--- config.mk ---
export PLATFORM = sky130hd
export DESIGN_NAME = rpc_top
export DESIGN_NICKNAME = d
export VERILOG_FILES = /design/src/inc/rpc_pkg.sv /design/src/verilog/rpc_divider.sv /design/src/verilog/rpc_osc_ctrl.sv /design/src/verilog/rpc_top.sv
export SDC_FILE = /design/constraint.sdc
export NUM_CORES = 1
export LEC_CHECK = 0
export BUFFER_PORTS_ARGS = -buffer_cell sky130_fd_sc_hd__buf_2
export CAP_MARGIN = 20
export CORE_UTILIZATION = 24
export CTS_BUF_LIST = sky130_fd_sc_hd__clkbuf_4
export DETAILED_ROUTE_END_ITERATION = 16
export SLEW_MARGIN = 10
export SYNTH_ARGS = -nofsm -noshare
export SYNTH_HDL_FRONTEND = slang
export SYNTH_SLANG_ARGS = --single-unit
--- constraint.sdc ---
create_clock -name clk -period 4.1 [get_ports clk]
set_input_delay 1.23 -clock clk [delete_from_list [all_inputs] [get_ports clk]]
set_output_delay 1.23 -clock clk [all_outputs]
set_load 0.05 [all_outputs]
--- src/inc/rpc_pkg.sv ---
/*
  shared constants, state codes and carrier structs of the real time clock block.
  assumes a single 200 MHz clock and synchronous oscillator sample inputs.
*/
// Overview of operation
// - counting edges come from the main or the low-power oscillator input.
// - the basic tick comes from a 20-bit down-divider after a fixed divide by 64.
// - at each tick the divider reloads from the 20-bit reload value, which sets the period.
// - when enabled, a tick interrupt request is raised once per basic tick period.
// - when enabled, a request is raised every n ticks and offered to the external interrupt.
// - a 32-bit time counter can be preloaded by software and advances on every basic tick.
// - an alarm request is raised when the time counter equals the 32-bit alarm value.
// - prescaler, divider and counter together form a 58-bit timer for long-term measurement.
// - tick and alarm requests can be routed to a wake-capable fast external interrupt.
// - with the power-down wake bit set, a routed request wakes the chip from power down.
// - with the oscillator-off bit set, the clock oscillator stops on entry to power down.
// - power down with the block disabled stops both the main and the low-power oscillator.
// - a 32 kHz oscillation seen after reset drives the block, main stops in power down.
// - with no 32 kHz input the main oscillator drives the block and stays on if enabled and the oscillator-off bit is clear.
// - of the block's registers only the time counter can be written; counter, divider and prescaler read back on longTimer.
`default_nettype none
package rpc_pkg;
  localparam int PRE_W = 6;
  localparam logic [PRE_W-1:0] PRE_LAST = 6'h3f;
  localparam int DIV_W = 20;
  localparam int CNT_W = 32;
  localparam int NT_W = 16;
  localparam int LONG_W = 58;
  localparam logic [DIV_W-1:0] DIV_RST = 20'h00000;
  localparam logic [CNT_W-1:0] CNT_RST = 32'h00000000;
  localparam logic [NT_W-1:0] NT_RST = 16'h0000;
  localparam int DETECT_CYC_DEF = 8192;
  localparam logic [1:0] EXT_TICK = 2'h0;
  localparam logic [1:0] EXT_NTICK = 2'h1;
  localparam logic [1:0] EXT_ALARM = 2'h2;
  localparam logic [1:0] EXT_ANY = 2'h3;

  typedef enum logic [2:0] {
    SRC_DETECT = 3'b001,
    SRC_MAIN = 3'b010,
    SRC_LP = 3'b100
  } rpc_src_t;

  typedef struct packed {
    logic enable;
    logic tickIrqEn;
    logic nTickIrqEn;
    logic alarmIrqEn;
    logic oscSwitchOffBit;
    logic powerdownWakeConfig;
    logic [1:0] extInterruptSourceSelect;
  } rpc_cfg_t;

  typedef struct packed {
    logic tick;
    logic nTick;
    logic alarm;
  } rpc_irq_t;
endpackage
`default_nettype wire

--- src/verilog/rpc_divider.sv ---
/*
  fixed divide-by-64 stage followed by the 20-bit reloadable down-divider.
  assumes srcEdge is a one-cycle pulse per counting clock edge.
*/
`default_nettype none
module rpc_divider (
  input wire logic clk,
  input wire logic rst,
  input wire logic enable,
  input wire logic srcEdge,
  input wire logic [rpc_pkg::DIV_W-1:0] tickPeriodReload,
  output logic tick,
  output logic [rpc_pkg::PRE_W-1:0] preCount,
  output logic [rpc_pkg::DIV_W-1:0] divCount
);
  import rpc_pkg::*;
  logic [PRE_W-1:0] pre_q, pre_d;
  logic [DIV_W-1:0] div_q, div_d;
  logic preCarry;

  assign preCarry = srcEdge & (pre_q == PRE_LAST);

  always_comb
  begin
    pre_d = pre_q;
    div_d = div_q;
    if (!enable)
    begin
      pre_d = '0;
      div_d = tickPeriodReload;
    end
    else
    begin
      if (srcEdge)
        pre_d = pre_q + 6'h1;
      if (preCarry)
        div_d = (div_q == DIV_RST) ? tickPeriodReload : div_q - 20'h1;
    end
  end

  always_ff @(posedge clk or posedge rst)
  begin
    if (rst)
    begin
      pre_q <= '0;
      div_q <= DIV_RST;
    end
    else
    begin
      pre_q <= pre_d;
      div_q <= div_d;
    end
  end

  // period is reload+1 prescaled edges
  assign tick = enable & preCarry & (div_q == DIV_RST);
  assign preCount = pre_q;
  assign divCount = div_q;
endmodule
`default_nettype wire

--- src/verilog/rpc_osc_ctrl.sv ---
/*
  oscillator source detection, source edge extraction and power-down oscillator switch-off.
  assumes both oscillator inputs are sampled levels synchronous to clk.
*/
`default_nettype none
module rpc_osc_ctrl #(
  parameter int DETECT_CYC = rpc_pkg::DETECT_CYC_DEF
) (
  input wire logic clk,
  input wire logic rst,
  input wire logic mainOscInput,
  input wire logic lowPowerOscInput,
  input wire logic enable,
  input wire logic oscSwitchOffBit,
  input wire logic powerDown,
  output logic srcEdge,
  output logic lpSelected,
  output logic mainOscOff,
  output logic lpOscOff
);
  import rpc_pkg::*;
  rpc_src_t src_q, src_d;
  logic [31:0] detCnt_q, detCnt_d;
  logic mainPrev_q, lpPrev_q;
  logic mainRise, lpRise, selOff;

  assign mainRise = mainOscInput & ~mainPrev_q;
  assign lpRise = lowPowerOscInput & ~lpPrev_q;

  always_comb
  begin
    src_d = src_q;
    detCnt_d = detCnt_q;
    unique case (src_q)
      SRC_DETECT:
      begin
        detCnt_d = detCnt_q + 32'h1;
        if (lpRise)
          src_d = SRC_LP;
        else if (detCnt_q == 32'(DETECT_CYC - 1))
          src_d = SRC_MAIN;
      end
      SRC_MAIN: src_d = SRC_MAIN;
      SRC_LP: src_d = SRC_LP;
    endcase
  end

  always_ff @(posedge clk or posedge rst)
  begin
    if (rst)
    begin
      src_q <= SRC_DETECT;
      detCnt_q <= 32'h0;
      mainPrev_q <= 1'b0;
      lpPrev_q <= 1'b0;
    end
    else
    begin
      src_q <= src_d;
      detCnt_q <= detCnt_d;
      mainPrev_q <= mainOscInput;
      lpPrev_q <= lowPowerOscInput;
    end
  end

  assign lpSelected = (src_q == SRC_LP);
  // the oscillator that feeds the block stops when it is switched off
  assign selOff = powerDown & (oscSwitchOffBit | ~enable);
  assign mainOscOff = powerDown & (lpSelected | ~enable | oscSwitchOffBit);
  assign lpOscOff = powerDown & (~lpSelected | selOff);
  // no counting edges until the source is known
  assign srcEdge = ~selOff
    & ((src_q == SRC_LP) ? lpRise : (src_q == SRC_MAIN) & mainRise);
endmodule
`default_nettype wire

--- src/verilog/rpc_top.sv ---
/*
  real time clock: source select, prescaler, time counter, alarm, pending requests, wake.
  assumes all control ports are synchronous to clk and acks are one-cycle pulses.
*/
`default_nettype none
module rpc_top #(
  parameter int DETECT_CYC = rpc_pkg::DETECT_CYC_DEF
) (
  input wire logic clk,
  input wire logic rst,
  input wire logic mainOscInput,
  input wire logic lowPowerOscInput,
  input wire rpc_pkg::rpc_cfg_t clockControlRegister,
  input wire logic powerDown,
  input wire logic [rpc_pkg::DIV_W-1:0] tickPeriodReload,
  input wire logic [rpc_pkg::NT_W-1:0] nTickCount,
  input wire logic [rpc_pkg::CNT_W-1:0] alarmValue,
  input wire logic counterWrite,
  input wire logic [rpc_pkg::CNT_W-1:0] counterWriteData,
  input wire rpc_pkg::rpc_irq_t irqAck,
  output var rpc_pkg::rpc_irq_t irqPending,
  output logic [rpc_pkg::CNT_W-1:0] timeCount,
  output logic [rpc_pkg::LONG_W-1:0] longTimer,
  output logic extInterruptRequest,
  output logic wakeRequest,
  output logic lpSelected,
  output logic mainOscOff,
  output logic lpOscOff
);
  import rpc_pkg::*;
  rpc_cfg_t cfg;
  logic srcEdge, tick, nTickEvt, matchNow, alarmRise;
  logic [PRE_W-1:0] preCount;
  logic [DIV_W-1:0] divCount;
  logic [NT_W-1:0] nTickLoad;
  rpc_irq_t pend_q, pend_d, irqSet;
  logic [CNT_W-1:0] cnt_q, cnt_d;
  logic [NT_W-1:0] nCnt_q, nCnt_d;
  logic match_q, wake_q, wake_d, extSel;

  assign cfg = clockControlRegister;

  rpc_osc_ctrl #(
    .DETECT_CYC(DETECT_CYC)
  ) u_osc (
    .clk(clk),
    .rst(rst),
    .mainOscInput(mainOscInput),
    .lowPowerOscInput(lowPowerOscInput),
    .enable(cfg.enable),
    .oscSwitchOffBit(cfg.oscSwitchOffBit),
    .powerDown(powerDown),
    .srcEdge(srcEdge),
    .lpSelected(lpSelected),
    .mainOscOff(mainOscOff),
    .lpOscOff(lpOscOff)
  );

  rpc_divider u_div (
    .clk(clk),
    .rst(rst),
    .enable(cfg.enable),
    .srcEdge(srcEdge),
    .tickPeriodReload(tickPeriodReload),
    .tick(tick),
    .preCount(preCount),
    .divCount(divCount)
  );

  // time counter; a write that meets a tick still counts that tick
  always_comb
  begin
    cnt_d = cnt_q;
    if (counterWrite)
      cnt_d = counterWriteData + (tick ? 32'h1 : 32'h0);
    else if (tick)
      cnt_d = cnt_q + 32'h1;
  end

  always_ff @(posedge clk or posedge rst)
  begin
    if (rst)
      cnt_q <= CNT_RST;
    else
      cnt_q <= cnt_d;
  end

  // n-tick counter; n of zero behaves as one
  assign nTickLoad = (nTickCount == NT_RST) ? NT_RST : nTickCount - 16'h1;
  assign nTickEvt = tick & cfg.nTickIrqEn & (nCnt_q == NT_RST);

  always_comb
  begin
    nCnt_d = nCnt_q;
    if (!cfg.nTickIrqEn)
      nCnt_d = nTickLoad;
    else if (nTickEvt)
      nCnt_d = nTickLoad;
    else if (tick)
      nCnt_d = nCnt_q - 16'h1;
  end

  always_ff @(posedge clk or posedge rst)
  begin
    if (rst)
      nCnt_q <= NT_RST;
    else
      nCnt_q <= nCnt_d;
  end

  // alarm fires once on reaching equality, not for every cycle it stays equal
  assign matchNow = (cnt_q == alarmValue);
  assign alarmRise = matchNow & ~match_q;

  assign irqSet.tick = tick & cfg.tickIrqEn;
  assign irqSet.nTick = nTickEvt;
  assign irqSet.alarm = alarmRise & cfg.alarmIrqEn;

  // set beats ack so an event in the ack cycle is kept
  always_comb
  begin
    pend_d = (pend_q & ~irqAck) | irqSet;
  end

  always_ff @(posedge clk or posedge rst)
  begin
    if (rst)
    begin
      pend_q <= '0;
      match_q <= 1'b0;
    end
    else
    begin
      pend_q <= pend_d;
      match_q <= matchNow;
    end
  end

  always_comb
  begin
    extSel = 1'b0;
    unique case (cfg.extInterruptSourceSelect)
      EXT_TICK: extSel = pend_q.tick;
      EXT_NTICK: extSel = pend_q.nTick;
      EXT_ALARM: extSel = pend_q.alarm;
      EXT_ANY: extSel = |pend_q;
    endcase
  end

  // wake is registered so the power controller sees a clean level
  always_comb
  begin
    wake_d = powerDown & cfg.powerdownWakeConfig & extSel;
  end

  always_ff @(posedge clk or posedge rst)
  begin
    if (rst)
      wake_q <= 1'b0;
    else
      wake_q <= wake_d;
  end

  assign irqPending = pend_q;
  assign timeCount = cnt_q;
  assign longTimer = {cnt_q, divCount, preCount};
  assign extInterruptRequest = extSel;
  assign wakeRequest = wake_q;
endmodule
`default_nettype wire
# Word-level counts from Yosys, hierarchy flattened
# Index checks and enable logic that the tools add are counted.
[totals]
output_inout_bits = 98
regBits = 116
word_cells = 86
[classes]
n_eq_ne = 13
n_addsub = 7
n_mux = 17
bitwise_logic = 30
n_reduce_logical = 6
[op_table]
columns = ["cell", "count"]
rows = [
  ["$add 32x1->32 const B", 2],
  ["$mux 16", 4],
  ["$mux 32", 2],
  ["$mux 20", 3],
  ["$add 32x1->32", 1],
  ["$eq 32x13->1 const B", 1],
  ["$eq 32x32->1", 1],
  ["$logic_not 16->1", 2],
  ["$sub 16x1->16 const B", 2],
  ["$logic_not 20->1", 1],
  ["$sub 20x1->20 const B", 1],
  ["$and 1x1->1", 17],
  ["$mux 6", 2],
  ["$pmux 3 s3", 1],
  ["$add 6x1->6 const B", 1],
  ["$eq 6x6->1 const B", 1],
  ["$mux 3", 2],
  ["$ne 3x1->1 const B", 2],
  ["$not 1->1", 6],
  ["$eq 2x2->1 const B", 2],
  ["$ne 2x1->1 const B", 2],
  ["$or 1x1->1", 4],
  ["$pmux 1 s4", 1],
  ["$and 3x3->3", 1],
  ["10 further kinds", 11],
]

# Logic depth before layout (Yosys ltp)
[logic_depth]
ltp_word = 12
depth_mapped = 15

# Hierarchy
# From an unflattened synthesis, not the netlist that was laid out.
[unflattened]
cells_unflattened = 885
area_unflattened_um2 = 8049.0
[modules_own_cells]
columns = ["module", "seq_area_each_um2", "cells_each", "instances", "area_each_um2"]
rows = [
  ["rpc_top", 1326.3, 545, 1, 4668.2],
  ["rpc_osc_ctrl", 927.1, 155, 1, 1759.2],
  ["rpc_divider", 650.6, 185, 1, 1621.6],
]

# Worst setup path before layout
# Ideal clock, no wire load.
[synth_path]
kind = "in2out"
from = "input clockControlRegister[1] (netlist bit)"
to = "output extInterruptRequest"
path_slack_ns = -0.273
cell_stages = 1
arrival_time_ns = 3.143
required_time_ns = 2.870
cell_sequence = "o311ai_0"
[synth_via]
elab_chain_len = 2
word_cells_on_any_way = 5
[synth_rtl]
columns = ["element", "line", "source"]
rows = [
  ["start, declared", "rpc_top.sv:13", "input wire rpc_pkg::rpc_cfg_t clockControlRegister,"],
  ["$eq 2x2->1, or another cell as far along", "rpc_top.sv:142", "unique case (cfg.extInterruptSourceSelect)"],
  ["$pmux 1 s4 (*)", "rpc_top.sv:142", ""],
  ["end, declared", "rpc_top.sv:24", "output logic extInterruptRequest,"],
]
# Mark *: on every way between the ends. The rest lies on a longest branch, timed or not.

# Worst setup path after layout
[layout_path]
from = "register u_div.div_q[12] (netlist: u_div.divCount[12])"
to = "register cnt_q[24] (netlist: timeCount[24])"
[layout_via]
elab_chain_len = 5
word_cells_on_any_way = 6
[layout_rtl]
columns = ["element", "line", "source"]
rows = [
  ["start, declared", "rpc_divider.sv:18", "logic [DIV_W-1:0] div_q, div_d;"],
  ["start signal, assigned", "rpc_divider.sv:51", "div_q <= div_d;"],
  ["$logic_not 20->1 (*)", "rpc_divider.sv:56", "assign tick = enable & preCarry & (div_q == DIV_RST);"],
  ["$and 1x1->1 (*)", "rpc_divider.sv:56", ""],
  ["$mux 1", "rpc_top.sv:75", "cnt_d = counterWriteData + (tick ? 32'h1 : 32'h0);"],
  ["$add 32x1->32", "rpc_top.sv:75", ""],
  ["$mux 32", "rpc_top.sv:74", "if (counterWrite)"],
  ["end signal, assigned", "rpc_top.sv:85", "cnt_q <= cnt_d;"],
  ["end, declared", "rpc_top.sv:37", "logic [CNT_W-1:0] cnt_q, cnt_d;"],
]
# Marks and branches as above.
# A chain may end at the register's enable or synchronous reset.

==> results.yml <==
sta:
  slew_headroom: 0.425
  fin_worst_skew_ps: 33.4
  slew_viol_final: 0
  setup_viol: 0
  fin_crit_sh: 0.857
  layout_min_cycle_time_ps: 3510
  fin_ws_ps: 587
  max_clock_freq_mhz: 285
  setup_tns_ps: 0
  rsz0062_at_grt: "false"
  worst_pin_slew_ps: 855
  hold_viol_final: 0
synthesis:
  yosysMostFrequentCell: "dfrtp_1"
  seq_area_frac_synth: 0.347
  synth_cell_type_count: 77
  yosysTopAreaCell: "dfrtp_1"
  synth-edff-count: 0
  ys_ff_latch: 116
  netlist.area_leader.share: 0.344
  yosys_warnings: 0
  syn_nets: 1082
  synth.area.top_cells: "dfrtp_1 (34%), xor2_1 (5.7%), xnor2_1 (5.0%)"
  synth_commonest_cells: "dfrtp_1 (115), nand2_1 (70), nor2_1 (59)"
  synth_cells: 956
  synth_top_flop_cell: "dfrtp_1"
  async_reset_ff_frac: 1.00
  synth_area_per_cell_um2: 8.75
  syn_area_mm2: 0.00837
placed_design:
  dp.cells: 1583
  hpwl_um: 22300
  io_buffers: 214
  place_ws_ps: 153
  gp_congestion: 0.861
floorplanning:
  core_mm2: 0.0345
  die_h_um: 189
  die-width_um: 189
  num_io_pins: 215
  die_area_mm2: 0.0356
  fp-row-count: 68
  start_util: 0.243
clock_tree:
  cts_tree: "yes"
  cts.clk_slew.worst_paths_ps: 150
  hold_buffers: 0
  cts_setup_buffers: 0
  cts_made_buffers: 17
  htree_num_levels: 4
  insertion_delay_ps: 550
  cts_root_buffer: "clkbuf_4"
  cts_max_path_buffers: 2
  cts_resized: 0
  clock-sinks: 116
pwr:
  power_density_mw_per_mm2: 315
  switchingPower_uw: 1370
  pwr-share-clk: 0.286
  p_int_uw: 1820
  p_comb_frac: 0.283
  switching_share: 0.429
  seq_power_share: 0.431
  leakagePower_uw: 0.00427
  vdd_drop_max_mv: 0.160
critical_path:
  worstPathArrival_ps: 3960
  start_kind: "register"
  critical_path_class: "reg -> reg"
  required_ps: 4540
  crit_path_end_kind: "register"
  path_max_fanout: 10
grt:
  grt_overflow_total: 0
  grt_pass1_wl_um: 44700
  antenna_found_initial: 4
  grt_pass1_vias: 7706
  grt_max_degree: 59
  grtUsageTotal: 0.161
route:
  vias: 8376
  vias_per_cell: 5.17
  route.detailed.drc: 0
  first_iter_violations: 613
  first_pass_iters: 5
  drt-total-wl_um: 29000
  ant_nets: 0
  wl_per_cell_um: 17.9
layout:
  area_growth_syn_to_layout_pct: 21.3
  nets: 1273
  drive_above_1_share: 0.266
  stdcell_count: 1619
worst_hold_path:
  hp-class: "reg -> reg"
run:
  drv_cap: 0
run_status:
  status: "finished clean"
[area by class of cell]
class / instances / area [um^2]
flip-flops and latches: 116 / 2900
inverters: 39 / 150
diodes: 4 / 10.0
clock inverters: 15 / 159
clock buffers: 17 / 128
well taps: 455 / 569
fillers: 3704 / 24300
repair buffers: 248 / 1340
multi-input cells: 725 / 4890
[path summary, 6_finish.rpt]
path,depth (start not counted),to,from,slack (ps)
min in group asynchronous,2,timeCount[14]$_DFFE_PP0P_,rst,800
max in group asynchronous,3,irqPending[2]$_DFF_PP0_,rst,2510
min reg2reg,1,u_osc.detCnt_q[11]$_DFFE_PP0N_,u_osc.detCnt_q[11]$_DFFE_PP0N_,480
max,12,timeCount[24]$_DFFE_PP0P_,u_div.divCount[12]$_DFFE_PP0P_,590
min,1,u_osc.detCnt_q[11]$_DFFE_PP0N_,u_osc.detCnt_q[11]$_DFFE_PP0N_,480
max reg2reg,12,timeCount[24]$_DFFE_PP0P_,u_div.divCount[12]$_DFFE_PP0P_,590
[sequential cells by signal, indices dropped and copies added, names as in the netlist]
signal	cells
timeCount	32
u_osc.detCnt_q	32
u_div.divCount	20
nCnt_q	16
u_div.preCount	6
irqPending	3
u_osc.src_q	3
match_q	1
u_osc.lpPrev_q	1
u_osc.mainPrev_q	1
wakeRequest	1
[through the flow]
step           power (uW)  utilization  hold WS [ps]  area (um^2)
3_3_place_gp         2300        0.286           457         9850
2_1_floorplan        2020            -           434         8370
6_report             3190        0.294           480        10100
4_1_cts              3230        0.294           486        10100
5_1_grt              3350        0.294           494        10100
3_5_place_dp         2310        0.286           462         9850
[metal layers]
metal | part of all wire | vias up | GRT usage
met4 | 0.018 | 2 | 0.0509
met2 | 0.48 | 305 | 0.261
li1 | - | 3961 | -
met3 | 0.059 | 24 | 0.0304
met5 | 0.00045 | - | 0
met1 | 0.44 | 4084 | 0.215
[logic make-up (layout without fill, tap and decap cells)]
| kind of cell | Yosys count | after routing | share of synthesized area |
|---|---|---|---|
| other | 0 | 4 | 0 |
| adders and majority gates | 9 | 9 | 0.0135 |
| buffers and inverters | 115 | 319 | 0.0692 |
| AOI/OAI and AO/OA | 168 | 168 | 0.148 |
| and+or+nand+nor | 419 | 419 | 0.282 |
| muxes | 27 | 27 | 0.0327 |
| DFF | 116 | 116 | 0.347 |
| xor gates and xnor gates | 102 | 102 | 0.107 |
[power groups by stage]
stage	logic [uW]	registers (uW)	clock network (uW)
floorplan	472	1550	0
global placement	905	1390	0
detailed placement	910	1400	0
CTS	913	1370	944
global route	970	1390	992
finish	904	1370	913
[layout by cell type, fill, tap and decap left out, types with 16 or more instances in the layout]
cell	n
xnor2_1	48
dfrtp_1	115
nor3_1	40
nand2_1	70
nor4_1	55
and4_1	16
o211ai_1	17
nor2_1	59
nand3_1	45
buf_2	214
clkbuf_4	17
or4_1	19
mux2i_1	24
o21ai_0	34
inv_1	36
xor2_1	54
buf_4	33
nand4_1	41
[critical path: stages, from the launching register on]
cell and delay, ps:
dfrtp_1 500, or4_1 720, nor2_1 180, nand2_1 120
nor4_1 210, ha_1 270, ha_1 190, nand2_1 70
or2_2 350, buf_4 180, nor4_1 270, mux2i_1 250
nor3_1 80
Note: power is estimated with default switching activity, not from simulation.
